--- config.mk ---
export PLATFORM = sky130hd
export DESIGN_NAME = cfl_top
export DESIGN_NICKNAME = d
export VERILOG_FILES = /design/src/rtl/cfl_pkg.sv /design/src/rtl/cfl_arith.sv /design/src/rtl/cfl_decadj.sv /design/src/rtl/cfl_top.sv
export SDC_FILE = /design/constraint.sdc
export NUM_CORES = 1
export LEC_CHECK = 0
export ABC_AREA = 1
export BUFFER_PORTS_ARGS = -buffer_cell sky130_fd_sc_hd__buf_2
export CORE_ASPECT_RATIO = 1.2
export CORE_MARGIN = 10
export CORE_UTILIZATION = 57
export CTS_BUF_LIST = sky130_fd_sc_hd__clkbuf_2 sky130_fd_sc_hd__clkbuf_4 sky130_fd_sc_hd__clkbuf_8
export CTS_CLUSTER_DIAMETER = 40
export DETAILED_ROUTE_END_ITERATION = 10
export PLACE_DENSITY = 0.89
export SYNTH_ARGS = -nofsm -noshare
export SYNTH_HDL_FRONTEND = slang
export SYNTH_SLANG_ARGS = --single-unit
--- constraint.sdc ---
create_clock -name ref_clk -period 8.2 [get_ports ref_clk]
set_clock_uncertainty 0.2 [all_clocks]
set_input_delay 1.23 -clock ref_clk [delete_from_list [all_inputs] [get_ports ref_clk]]
set_output_delay 1.23 -clock ref_clk [all_outputs]
set_load 0.02 [all_outputs]
--- src/rtl/cfl_pkg.sv ---
// Purpose: shared constants for the condition flag logic
// Assumes: 8-bit core, flags register of eight bits
// Notes:   bit positions, reset value and operation codes live here only
`default_nettype none

// ==================================================
// package
package cfl_pkg;
	// flag bit positions
	localparam int unsigned FLG_V_POS = 7;
	localparam int unsigned FLG_B6_POS = 6;
	localparam int unsigned FLG_B5_POS = 5;
	localparam int unsigned FLG_H_POS = 4;
	localparam int unsigned FLG_I_POS = 3;
	localparam int unsigned FLG_N_POS = 2;
	localparam int unsigned FLG_Z_POS = 1;
	localparam int unsigned FLG_C_POS = 0;
	// reset value: mask set, fixed bits 6 and 5 high, other flags clear
	localparam logic [7:0] FLG_RESET = 8'h68;
	// fixed pattern for bits 6 and 5
	localparam logic [1:0] FLG_FIXED = 2'h3;
	// register index of the flag register on the plain port
	localparam logic [3:0] REG_FLAGS_ADDR = 4'h0;
	localparam logic [3:0] REG_STATUS_ADDR = 4'h1;

	// operation codes presented by the sequencer
	typedef enum logic [3:0] {
		CFL_OP_NONE    = 4'h0,
		CFL_OP_ADD     = 4'h1,
		CFL_OP_ADC     = 4'h2,
		CFL_OP_SUB     = 4'h3,
		CFL_OP_SBC     = 4'h4,
		CFL_OP_LOGIC   = 4'h5,
		CFL_OP_MOVE8   = 4'h6,
		CFL_OP_MOVE16  = 4'h7,
		CFL_OP_SHIFT   = 4'h8,
		CFL_OP_BITTEST = 4'h9,
		CFL_OP_DAA     = 4'hA,
		CFL_OP_CLI     = 4'hB,
		CFL_OP_SEI     = 4'hC,
		CFL_OP_TAP     = 4'hD,
		CFL_OP_ARITH16 = 4'hE
	} cfl_op_t;

	// interrupt entry sequence states
	typedef enum logic [1:0] {
		CFL_IRQ_IDLE  = 2'b00,
		CFL_IRQ_STACK = 2'b01,
		CFL_IRQ_MASK  = 2'b10,
		CFL_IRQ_FETCH = 2'b11
	} cfl_irq_state_t;
endpackage : cfl_pkg

`default_nettype wire

--- src/rtl/cfl_arith.sv ---
// Purpose: combinational add and subtract with flag outputs
// Assumes: operands of WIDTH bits, carry input from the carry flag
// Notes:   half-carry is taken from bit 3 into bit 4
`default_nettype none

// ==================================================
// arithmetic unit
module cfl_arith #(
	parameter int unsigned WIDTH = 8
) (
	// operands
	input  wire logic [WIDTH-1:0] op_a,
	input  wire logic [WIDTH-1:0] op_b,
	input  wire logic             carry_in,
	input  wire logic             subtract,
	// results
	output logic      [WIDTH-1:0] sum,
	output logic                  carry_out,
	output logic                  half_carry,
	output logic                  overflow
);
	logic [WIDTH:0]   full_w;
	logic [WIDTH-1:0] b_eff;
	logic [4:0]       low_w;

	// refused at elaboration: the half-carry tap needs bits 3 and 4
	if (WIDTH < 8) begin : g_width_check
		$error("cfl_arith needs WIDTH of at least 8");
	end

	// subtract is add of the complement; borrow is inverted carry
	always_comb begin
		b_eff = subtract ? ~op_b : op_b;
		full_w = {1'b0, op_a} + {1'b0, b_eff} + {{WIDTH{1'b0}}, subtract ^ carry_in};
		low_w = {1'b0, op_a[3:0]} + {1'b0, b_eff[3:0]} + {4'h0, subtract ^ carry_in};
		sum = full_w[WIDTH-1:0];
		carry_out = full_w[WIDTH] ^ subtract;
		half_carry = low_w[4];
		overflow = (op_a[WIDTH-1] == b_eff[WIDTH-1]) && (sum[WIDTH-1] != op_a[WIDTH-1]);
	end
endmodule : cfl_arith

`default_nettype wire

--- src/rtl/cfl_decadj.sv ---
// Purpose: decimal adjust correction after a packed decimal add
// Assumes: value is the result of a preceding add
// Notes:   correction uses half-carry and carry flags
`default_nettype none

// ==================================================
// decimal adjust
module cfl_decadj (
	// inputs
	input  wire logic [7:0] value,
	input  wire logic       half_in,
	input  wire logic       carry_in,
	// outputs
	output logic      [7:0] adjusted,
	output logic            carry_out
);
	logic [7:0] corr;
	logic [8:0] sum_w;

	// low nibble fixed when above nine or half-carry; high when value above 99 hex or carry
	always_comb begin
		corr = 8'h00;
		if (half_in || (value[3:0] > 4'h9)) begin
			corr[3:0] = 4'h6;
		end
		carry_out = carry_in || (value > 8'h99);
		if (carry_out) begin
			corr[7:4] = 4'h6;
		end
		sum_w = {1'b0, value} + {1'b0, corr};
		adjusted = sum_w[7:0];
	end
endmodule : cfl_decadj

`default_nettype wire

--- src/rtl/cfl_top.sv ---
// Purpose: condition flag logic of an 8-bit core
// Assumes: sequencer presents one operation per exec_valid pulse
// Notes:   flags register also reachable over a plain register port
// Operation
// RULE1 - overflow flag bit 7 tracks signed overflow for affecting operations
// RULE2 - half-carry set on carry from bit 3 into bit 4 on adds
// RULE3 - decimal adjust corrects prior add result using half-carry and carry
// RULE4 - mask bit 3 set blocks maskable interrupts, clear accepts them
// RULE5 - interrupt entry: stack registers, then set mask, then fetch handler
// RULE6 - no interrupt taken at boundary right after mask clearing instruction
// RULE7 - negative flag bit 2 follows result bit 7
// RULE8 - plain load or store sets negative to moved value msb
// RULE9 - zero flag bit 1 set when result is all zero
// RULE10 - plain load or store sets zero when moved value is zero
// RULE11 - carry flag bit 0 set on carry out of bit 7
// RULE12 - carry acts as borrow on subtraction
// RULE13 - bit test, shift and rotate also write carry
// RULE14 - unaffected flags hold; bits 6 and 5 read constant
//
// Strobed register access and the register offsets were chosen for this implementation.
`default_nettype none

// ==================================================
// top
module cfl_top
	import cfl_pkg::*;
(
	// clock and reset
	input  wire logic        ref_clk,
	input  wire logic        rst,
	// execute port from the sequencer
	input  wire logic        exec_valid,
	input  wire cfl_pkg::cfl_op_t exec_op,
	input  wire logic [15:0] opnd_a,
	input  wire logic [7:0]  opnd_b,
	input  wire logic        shift_carry,
	input  wire logic [7:0]  tap_value,
	// instruction boundary and interrupts
	input  wire logic        boundary,
	input  wire logic        irq_req,
	input  wire logic        stack_done,
	// results to datapath
	output logic [7:0]       result_q,
	output logic             irq_take,
	output logic             stack_start,
	output logic             fetch_vector,
	// flags to branch logic
	output logic [7:0]       flags_out,
	// register port
	input  wire logic [3:0]  reg_addr,
	input  wire logic [7:0]  reg_wdata,
	input  wire logic        reg_wr,
	input  wire logic        reg_rd,
	output logic [7:0]       reg_rdata
);
	logic [7:0]     flags_q;
	logic [7:0]     flags_d;
	logic [7:0]     result_d;
	logic           shadow_q;
	cfl_irq_state_t irq_state_q;
	logic [7:0]     ar_sum;
	logic           ar_c;
	logic           ar_h;
	logic           ar_v;
	logic           ar_sub;
	logic           ar_cin;
	logic [7:0]     da_val;
	logic           da_c;
	logic           mask_clearing;
	logic           set_mask;

	// ==================================================
	// arithmetic and decimal adjust
	assign ar_sub = (exec_op == CFL_OP_SUB) || (exec_op == CFL_OP_SBC);
	assign ar_cin = ((exec_op == CFL_OP_ADC) || (exec_op == CFL_OP_SBC)) ? flags_q[FLG_C_POS] : 1'b0;

	cfl_arith #(
		.WIDTH      (8)
	) u_arith (
		.op_a       (opnd_a[7:0]),
		.op_b       (opnd_b),
		.carry_in   (ar_cin),
		.subtract   (ar_sub),
		.sum        (ar_sum),
		.carry_out  (ar_c),
		.half_carry (ar_h),
		.overflow   (ar_v)
	);

	cfl_decadj u_decadj (
		.value     (opnd_a[7:0]),
		.half_in   (flags_q[FLG_H_POS]),
		.carry_in  (flags_q[FLG_C_POS]),
		.adjusted  (da_val),
		.carry_out (da_c)
	);

	// zero test used by several operations
	function automatic logic is_zero8(input logic [7:0] v);
		return v == 8'h00;
	endfunction : is_zero8

	// ==================================================
	// next flag value
	// each case writes only the flags its operation affects; others hold
	always_comb begin
		flags_d = flags_q; // see RULE14
		result_d = result_q;
		set_mask = 1'b0;
		mask_clearing = 1'b0;
		if (exec_valid) begin
			case (exec_op)
				CFL_OP_ADD, CFL_OP_ADC: begin
					result_d = ar_sum;
					flags_d[FLG_V_POS] = ar_v; // see RULE1
					flags_d[FLG_H_POS] = ar_h; // see RULE2
					flags_d[FLG_N_POS] = ar_sum[7]; // see RULE7
					flags_d[FLG_Z_POS] = is_zero8(ar_sum); // see RULE9
					flags_d[FLG_C_POS] = ar_c; // see RULE11
				end
				CFL_OP_SUB, CFL_OP_SBC: begin
					result_d = ar_sum;
					flags_d[FLG_V_POS] = ar_v; // see RULE1
					flags_d[FLG_N_POS] = ar_sum[7]; // see RULE7
					flags_d[FLG_Z_POS] = is_zero8(ar_sum); // see RULE9
					flags_d[FLG_C_POS] = ar_c; // see RULE12
				end
				CFL_OP_LOGIC: begin
					result_d = opnd_a[7:0];
					flags_d[FLG_V_POS] = 1'b0; // see RULE1
					flags_d[FLG_N_POS] = opnd_a[7]; // see RULE7
					flags_d[FLG_Z_POS] = is_zero8(opnd_a[7:0]); // see RULE9
				end
				CFL_OP_MOVE8: begin
					result_d = opnd_a[7:0];
					flags_d[FLG_V_POS] = 1'b0;
					flags_d[FLG_N_POS] = opnd_a[7]; // see RULE8
					flags_d[FLG_Z_POS] = is_zero8(opnd_a[7:0]); // see RULE10
				end
				CFL_OP_MOVE16: begin
					result_d = opnd_a[7:0];
					flags_d[FLG_V_POS] = 1'b0;
					flags_d[FLG_N_POS] = opnd_a[15]; // see RULE8
					flags_d[FLG_Z_POS] = opnd_a == 16'h0000; // see RULE10
				end
				CFL_OP_ARITH16: begin
					// 16-bit result computed by the datapath, flags derived here
					result_d = opnd_a[7:0];
					flags_d[FLG_N_POS] = opnd_a[15]; // see RULE7
					flags_d[FLG_Z_POS] = opnd_a == 16'h0000; // see RULE9
				end
				CFL_OP_SHIFT: begin
					result_d = opnd_a[7:0];
					flags_d[FLG_N_POS] = opnd_a[7]; // see RULE7
					flags_d[FLG_Z_POS] = is_zero8(opnd_a[7:0]); // see RULE9
					flags_d[FLG_C_POS] = shift_carry; // see RULE13
					flags_d[FLG_V_POS] = opnd_a[7] ^ shift_carry; // see RULE1
				end
				CFL_OP_BITTEST: begin
					flags_d[FLG_C_POS] = shift_carry; // see RULE13
				end
				CFL_OP_DAA: begin
					result_d = da_val; // see RULE3
					flags_d[FLG_C_POS] = da_c; // see RULE3
					flags_d[FLG_N_POS] = da_val[7]; // see RULE7
					flags_d[FLG_Z_POS] = is_zero8(da_val); // see RULE9
				end
				CFL_OP_CLI: begin
					flags_d[FLG_I_POS] = 1'b0;
					mask_clearing = 1'b1;
				end
				CFL_OP_SEI: begin
					flags_d[FLG_I_POS] = 1'b1;
				end
				CFL_OP_TAP: begin
					flags_d = tap_value;
					mask_clearing = ~tap_value[FLG_I_POS];
				end
				default: begin
					flags_d = flags_q;
				end
			endcase
		end
		// software write wins over a concurrent operation
		if (reg_wr && (reg_addr == REG_FLAGS_ADDR)) begin
			flags_d = reg_wdata;
			mask_clearing = ~reg_wdata[FLG_I_POS];
		end
		// interrupt entry sets the mask after stacking
		if (irq_state_q == CFL_IRQ_MASK) begin
			flags_d[FLG_I_POS] = 1'b1; // see RULE5
			set_mask = 1'b1;
		end
		flags_d[FLG_B6_POS:FLG_B5_POS] = FLG_FIXED; // see RULE14
	end

	// ==================================================
	// flag and result registers
	always_ff @(posedge ref_clk) begin
		if (rst) begin
			flags_q <= FLG_RESET;
		end else begin
			flags_q <= flags_d;
		end
	end

	always_ff @(posedge ref_clk) begin
		if (rst) begin
			result_q <= 8'h00;
		end else begin
			result_q <= result_d;
		end
	end

	// ==================================================
	// interrupt shadow
	// held from a mask-clearing instruction until the next boundary has passed
	always_ff @(posedge ref_clk) begin
		if (rst) begin
			shadow_q <= 1'b0;
		end else if (mask_clearing && flags_q[FLG_I_POS]) begin
			shadow_q <= 1'b1; // see RULE6
		end else if (boundary) begin
			shadow_q <= 1'b0;
		end
	end

	// accepted only at a boundary, mask clear, no shadow, sequence idle
	assign irq_take = boundary && irq_req && !flags_q[FLG_I_POS] && !shadow_q
		&& (irq_state_q == CFL_IRQ_IDLE); // see RULE4

	// ==================================================
	// interrupt entry sequence
	// the mask is set only after stacking so the stacked copy keeps the old mask
	always_ff @(posedge ref_clk) begin
		if (rst) begin
			irq_state_q <= CFL_IRQ_IDLE;
		end else begin
			case (irq_state_q)
				CFL_IRQ_IDLE: begin
					if (irq_take) begin
						irq_state_q <= CFL_IRQ_STACK; // see RULE5
					end
				end
				CFL_IRQ_STACK: begin
					if (stack_done) begin
						irq_state_q <= CFL_IRQ_MASK;
					end
				end
				CFL_IRQ_MASK: begin
					irq_state_q <= CFL_IRQ_FETCH;
				end
				CFL_IRQ_FETCH: begin
					irq_state_q <= CFL_IRQ_IDLE;
				end
				default: begin
					irq_state_q <= CFL_IRQ_IDLE;
				end
			endcase
		end
	end

	assign stack_start = (irq_state_q == CFL_IRQ_STACK);
	assign fetch_vector = (irq_state_q == CFL_IRQ_FETCH); // see RULE5
	assign flags_out = flags_q;

	// ==================================================
	// register read port: data one cycle after the strobe
	always_ff @(posedge ref_clk) begin
		if (rst) begin
			reg_rdata <= 8'h00;
		end else if (reg_rd) begin
			case (reg_addr)
				REG_FLAGS_ADDR: reg_rdata <= flags_q;
				REG_STATUS_ADDR: reg_rdata <= {5'h00, shadow_q, irq_state_q};
				default: reg_rdata <= 8'h00;
			endcase
		end else begin
			reg_rdata <= 8'h00;
		end
	end

	// set_mask kept for clarity of the entry step
	logic unused_ok;
	assign unused_ok = set_mask;
endmodule : cfl_top

`default_nettype wire

==> results by group, run 1 <==
Floorplanning
  • Die width: 79.8 um
  • Chip height: 91.7 um
  • Num ports: 84
  • Initial Utilization: 0.582
  • Core area: 0.00420 mm^2
  • Row cnt: 26
  • Die outline area: 0.00732 mm^2

Routing
  • 1st-pass router iterations: 4
  • Initial DRC Count: 183
  • Vias: 2,703
  • Via density: 5.20
  • # DRC: 0
  • Post-DRT Antenna Nets: 0
  • Wirelength per Cell: 13.0 um
  • Wirelength, routed: 6750 um

Worst setup path
  • CP Buf/Inv Count: 5
  • WP data arrival: 4030 ps
  • Most frequent CP cell: nand2_1
  • Setup CP Type: input pin to flip-flop
  • Critical-path cell list: buf_2, nor2_1, inv_1, o21ai_1, buf_4, inv_1, xor2_1, fa_1, fa_1, inv_1, nand2_1, nand2_1, nand4_1, nand2_1, nand2_1, nand3_1, nand3_1, a21oi_1
  • Data required time at the worst endpoint: 8200 ps
  • Critical path's slowest cell: fa_1
  • Critical path launch point type: input pin
  • Crit path max fanout: 11
  • CP delay by family, top: simple AND/OR/NAND/NOR gates
  • CP endpoint kind: flip-flop
  • CP max stage delay: 420 ps

Run
  • Max Cap Viol: 0

Layout
  • Final #Nets: 541
  • Area grow syn2layout: 19.3%
  • Share of layout cells above drive strength 1: 0.228
  • Most common cell after layout, fill and taps aside: nand2_1
  • Commonest cells after routing, fill and taps aside: nand2_1 (93), buf_2 (77), inv_1 (60)
  • Antenna Cells: 0
  • Register area: 480 um^2
  • Multi-input logic area: 0.00166 mm^2
  • Fill cells: 371

Synth
  • Async SR Flop Fraction: 0
  • Seq/Total Area, Yosys: 0.197
  • Mean Syn Cell Area: 6.25 um^2
  • Post-synth top flop: dfxtp_1
  • Post-synthesis register bit count: 24
  • Post-synth EDFFs: 0
  • Mapped Cells: 391
  • Synth cell types: 38
  • Synthesized area: 0.00244 mm^2
  • Synth warn: 0

Timing
  • Slew headroom: 0.663
  • Setup WS post-layout: 4170 ps
  • Max-slew violations: 0
  • Least-Margin Pin Slew: 504 ps
  • Setup TNS Final: 0 ps
  • Fin. Hold Viols: 0
  • Highest clock rate: 0.248 GHz
  • Final Critical Period: 4030 ps
  • Final setup fails: 0
  • Final Cycle Share: 0.491
  • RSZ-0062 raised after global routing: no

Placement
  • # port buffers: 77
  • Pre-CTS WS: 3910 ps
  • Post-DP HPWL: 5810 um
  • GPL Wtd Cong: 0.910

Power
  • Pwr dens: 154 mW/mm^2
  • Net Sw Power: 0.179 mW
  • Clk pwr share: 0.227
  • Cell Int Power: 0.270 mW
  • Flop pwr share: 0.311
  • Leak: 1.63 nW
  • Logic pwr share: 0.462
  • Sw Share: 0.398
  • Max VDD drop: 0.0000713 V

GRT
  • Global-route wire length before repair: 11,200 um
  • Vias in the first global route: 2,695
  • Antenna violations before repair: 0
  • Largest net degree at the start of global routing: 16
  • Tot GR Track Use: 0.178
  • Grt ovf: 0

Clocking
  • H-tree depth: 1
  • Root Buffer: clkbuf_8
  • Worst skew pair latency: 260 ps
  • Inserted Clock Buffers: 3
  • Setup bufs post-CTS: 0
  • Worst-case clock buffer depth: 2
  • CTS Sinks: 24
  • Post-CTS Resized: 0
  • Clock slew at reported path FFs: 80 ps
  • Number of hold buffers added after CTS: 0
  • CTS tree: yes

Status
  • Run status: completed

Hold path
  • Hold WC Path Type: flip-flop to flip-flop
[final timing paths]
kind              slack [ps]  depth (start not counted)            to          from
setup / recovery        4170                         18  flags_out[0]    exec_op[3]
hold / removal           270                          2  reg_rdata[7]  flags_out[7]
setup reg to reg        5450                         14  flags_out[0]  flags_out[0]
hold reg to reg          270                          2  reg_rdata[7]  flags_out[7]
[through the flow]
step	cell area, um^2	total power [mW]	std cells	utilization	hold WS [ps]
2_1_floorplan	2450	0.292	392	-	241
3_3_place_gp	2840	0.341	516	0.677	257
3_5_place_dp	2840	0.347	516	0.677	256
4_1_cts	2910	0.448	520	0.694	270
5_1_grt	2910	0.483	520	0.694	305
6_report	2910	0.449	520	0.694	271
[cell usage after synthesis (all sizes together), types with 2 or more instances]
master | number | area [um^2]
a21oi | 34 | 170
a22oi | 4 | 30.0
a31oi | 5 | 31.3
buf | 8 | 60.1
clkbuf | 2 | 7.51
dfxtp | 24 | 480
fa | 3 | 60.1
ha | 16 | 200
inv | 65 | 244
nand2 | 101 | 409
nand3 | 26 | 130
nand4 | 8 | 65.1
nor2 | 38 | 175
nor3 | 5 | 36.3
o21ai | 25 | 133
o22ai | 3 | 18.8
or2 | 2 | 12.5
xnor2 | 3 | 26.3
xor2 | 11 | 96.3
[power groups by stage]
stage / sequential, mW / clock, mW / combinational [mW]
finish: 0.140 / 0.102 / 0.208
global route: 0.141 / 0.109 / 0.233
CTS: 0.139 / 0.103 / 0.206
detailed placement: 0.142 / 0 / 0.205
global placement: 0.141 / 0 / 0.199
floorplan: 0.148 / 0 / 0.144
[cells by family after synthesis]
kind of cell	after synthesis	synth area share
and+or+nand+nor	183	0.348
AOI/OAI and AO/OA	75	0.170
buffers and inverters	75	0.127
DFF	24	0.197
adders and majority gates	19	0.107
xor gates and xnor gates	14	0.0502
other	1	0.00153
[worst reg2reg max path, stage by stage (launching register included)]
cell     delay, ps
dfxtp_1        370
inv_1          120
a21oi_1        170
xor2_1         130
fa_1           420
fa_1           390
inv_1          120
nand2_1         90
nand2_1        120
nand4_1        130
nand2_1        100
nand2_1         50
nand3_1         80
nand3_1         80
a21oi_1        130
[state kept, by name, summed over array words and instances (netlist names)]
name and count:
reg_rdata 7, flags_out 6, shadow_q 1, result_q 8, irq_state_q 2
[final cells by class]
| class | count | area share |
|---|---|---|
| timing repair buffer | 78 | 0.135 |
| sequential | 24 | 0.165 |
| tap | 56 | 0.0240 |
| clock buffer | 3 | 0.0142 |
| inverter | 65 | 0.0837 |
| multi-input combinational | 293 | 0.568 |
| clock inverter | 1 | 0.0103 |
[per-layer routing]
metal,global-route usage,wire length [um],vias up
li1,-,-,1412
met1,0.196,2790,1194
met2,0.322,3340,86
met3,0.0352,499,11
met4,0.0676,118,0
met5,0,0,-
(Power assumes the default switching activity.)
==> inputs of run 2 (changes only) <==
--- a/config.mk
+++ b/config.mk
@@ -9,11 +9,11 @@
 export BUFFER_PORTS_ARGS = -buffer_cell sky130_fd_sc_hd__buf_2
 export CORE_ASPECT_RATIO = 1.2
 export CORE_MARGIN = 10
-export CORE_UTILIZATION = 57
+export CORE_UTILIZATION = 52
 export CTS_BUF_LIST = sky130_fd_sc_hd__clkbuf_2 sky130_fd_sc_hd__clkbuf_4 sky130_fd_sc_hd__clkbuf_8
 export CTS_CLUSTER_DIAMETER = 40
 export DETAILED_ROUTE_END_ITERATION = 10
-export PLACE_DENSITY = 0.89
+export PLACE_DENSITY = 0.82
 export SYNTH_ARGS = -nofsm -noshare
 export SYNTH_HDL_FRONTEND = slang
 export SYNTH_SLANG_ARGS = --single-unit
==> constraint.sdc (replaced) <==
create_clock -name ref_clk -period 4.17 [get_ports ref_clk]
set_clock_uncertainty 0.2 [all_clocks]
set_input_delay 0.6255 -clock ref_clk [delete_from_list [all_inputs] [get_ports ref_clk]]
set_output_delay 0.6255 -clock ref_clk [all_outputs]
set_load 0.02 [all_outputs]
==> results by group, run 2 (synthesis results as in run 1) <==
Worst setup path
  • CP delay by family, top: simple AND/OR/NAND/NOR gates
  • Critical path's slowest cell: fa_1
  • R2R depth: 14 (unchanged)
  • Most frequent CP cell: nand2_1
  • CP max stage delay: 430 ps (about the same)
  • Stages on the worst setup path: 17 (-1)
  • Data required time at the worst endpoint: 4180 ps (-4020 ps)
  • Critical-path cell list: buf_2, nor2_1, inv_1, o21ai_1, buf_4, xnor2_1, fa_1, fa_1, inv_1, nand2_1, nand2_1, nand4_1, nand2_1, nand2_1, nand3_1, nand3_1, a21oi_1
  • WP data arrival: 3340 ps (-690 ps)
  • Setup CP Type: input pin to flip-flop
  • Critical path launch point type: input pin
  • CP Buf/Inv Count: 4 (-1)
  • CP endpoint kind: flip-flop
  • Crit path max fanout: 9 (-2)

Layout
  • Most common cell after layout, fill and taps aside: nand2_1
  • Multi-input logic area: 0.00166 mm^2 (unchanged)
  • Final #Nets: 541 (unchanged)
  • Non-Filler Instances: 522 (+0.38%)
  • Fill cells: 457 (+23%)
  • Register area: 480 um^2 (unchanged)
  • Largest register FFs: 8 (unchanged)
  • Finished Cell Area: 0.00292 mm^2 (about the same)
  • Commonest cells after routing, fill and taps aside: nand2_1 (93), buf_2 (77), inv_1 (60)
  • Top reg by flops: result_q
  • Antenna Cells: 0 (unchanged)
  • Share of layout cells above drive strength 1: 0.228 (unchanged)
  • Area grow syn2layout: 19.4% (about the same)
  • Fin util: 0.640 (-0.0549)

Routing
  • 1st-pass router iterations: 5 (+1)
  • Post-DRT Antenna Nets: 0 (unchanged)
  • Wirelength, routed: 6880 um (+2.0%)
  • Metal-1 WL: 2810 um (+0.93%)
  • Met3 WL post-DR: 656 um (+31%)
  • Vias: 2,685 (-0.67%)
  • Wirelength per Cell: 13.2 um (+1.7%)
  • Top layer in use: met4
  • Met2 wire length: 3310 um (-0.78%)
  • Initial DRC Count: 151 (-17%)
  • Via density: 5.14 (-1.0%)
  • # DRC: 0 (unchanged)

Power
  • Flop pwr share: 0.310 (about the same)
  • Cell Int Power: 0.533 mW (+97%)
  • Net Sw Power: 0.355 mW (+98%)
  • Max VDD drop: 0.000138 V (+94%)
  • Sw Share: 0.400 (+0.00161)
  • Tot Pwr: 0.888 mW (+98%)
  • Clk pwr share: 0.227 (about the same)
  • Pwr dens: 304 mW/mm^2 (+98%)
  • Logic pwr share: 0.462 (about the same)
  • Leak: 1.63 nW (unchanged)

Clocking
  • CTS Sinks: 24 (unchanged)
  • Setup bufs post-CTS: 0 (unchanged)
  • Number of hold buffers added after CTS: 0 (unchanged)
  • Root Buffer: clkbuf_8
  • Worst-case clock buffer depth: 2 (unchanged)
  • H-tree depth: 1 (unchanged)
  • Worst skew pair latency: 270 ps (about the same)
  • Inserted Clock Buffers: 3 (unchanged)
  • CTS tree: yes
  • Post-CTS Resized: 0 (unchanged)
  • Clock slew at reported path FFs: 80 ps (about the same)

Timing
  • RSZ-0062 raised after global routing: no
  • Setup TNS Final: 0 ps (unchanged)
  • Slew headroom: 0.651 (-0.0119)
  • Fin Hold WS: 292 ps (+20.5 ps)
  • Fin. Hold Viols: 0 (unchanged)
  • Final Cycle Share: 0.801
  • Least-Margin Pin Slew: 522 ps (+17.7 ps)
  • Setup WS post-layout: 831 ps (-3340 ps)
  • Highest clock rate: 0.300 GHz
  • Final Critical Period: 3340 ps
  • Max-slew violations: 0 (unchanged)
  • Final setup fails: 0 (unchanged)

Floorplanning
  • Chip height: 95.1 um (+3.7%)
  • Die outline area: 0.00785 mm^2 (+7.3%)
  • Die width: 82.6 um (+3.5%)
  • Num ports: 84 (unchanged)
  • Core area: 0.00456 mm^2 (+8.7%)
  • Row cnt: 27 (+3.8%)
  • Initial Utilization: 0.536 (-0.0465)

GRT
  • Tot GR Track Use: 0.177 (-0.000840)
  • Largest net degree at the start of global routing: 16 (unchanged)
  • Global-route wire length before repair: 11,500 um (+2.7%)
  • Vias in the first global route: 2,631 (-2.4%)
  • Antenna violations before repair: 0 (unchanged)
  • Grt ovf: 0 (unchanged)

Placement
  • GPL Wtd Cong: 0.909 (about the same)
  • Post-placement cell count: 518 (+0.39%)
  • Placed cell areas: 0.00285 mm^2 (about the same)
  • Pre-CTS WS: 563 ps (-3350 ps)
  • Post-DP HPWL: 5980 um (+2.9%)
  • # port buffers: 77 (unchanged)

Run
  • Max Cap Viol: 0 (unchanged)

Status
  • Run status: completed

Hold path
  • Hold WC Path Type: flip-flop to flip-flop
  • Hold Crit Depth: 2 (unchanged)
[run 2: cell counts in the layout (fill, tap and decap cells not counted)]
No cell type changed its count.
[run 2: worst reg2reg max path, cell delays in order (launching register included)]
cell and delay (ps):
dfxtp_1 350, inv_1 110, a21oi_1 190, xor2_1 160, fa_1 430, fa_1 400
inv_1 110, nand2_1 80, nand2_1 110, nand4_1 120, nand2_1 90, nand2_1 50
nand3_1 80, nand3_1 80, a21oi_1 130
[run 2: path summary, 6_finish.rpt]
| check | startpoint | endpoint | slack [ps] |
|---|---|---|---|
| worst min register to register | result_q[0] | result_q[0] | 290 |
| worst max register to register | flags_out[0] | flags_out[0] | 1430 |
| worst max-delay path | exec_op[3] | flags_out[0] | 830 |
| worst min-delay path | result_q[0] | result_q[0] | 290 |
[run 2: cell type report]
class	instances	area share
Tap cell	58	0.0249
Timing Repair Buffer	78	0.135
Multi-Input combinational cell	293	0.568
Inverter	65	0.0837
Sequential cell	24	0.165
Clock inverter	1	0.0103
Clock buffer	3	0.0142
[run 2: power by group through the flow]
stage,Combinational (mW),Sequential [mW],Clock (mW)
2_1_floorplan,0.284,0.290,0
3_3_place_gp,0.395,0.278,0
3_5_place_dp,0.409,0.280,0
4_1_cts,0.411,0.275,0.203
5_1_grt,0.468,0.279,0.212
6_report,0.410,0.275,0.202
[run 2: metal layers]
| layer | up-vias | global-route usage |
|---|---|---|
| met3 | 7 | 0.0386 |
| met1 | 1185 | 0.206 |
| li1 | 1405 | - |
| met4 | 0 | 0.0642 |
| met5 | - | 0 |
| met2 | 88 | 0.307 |
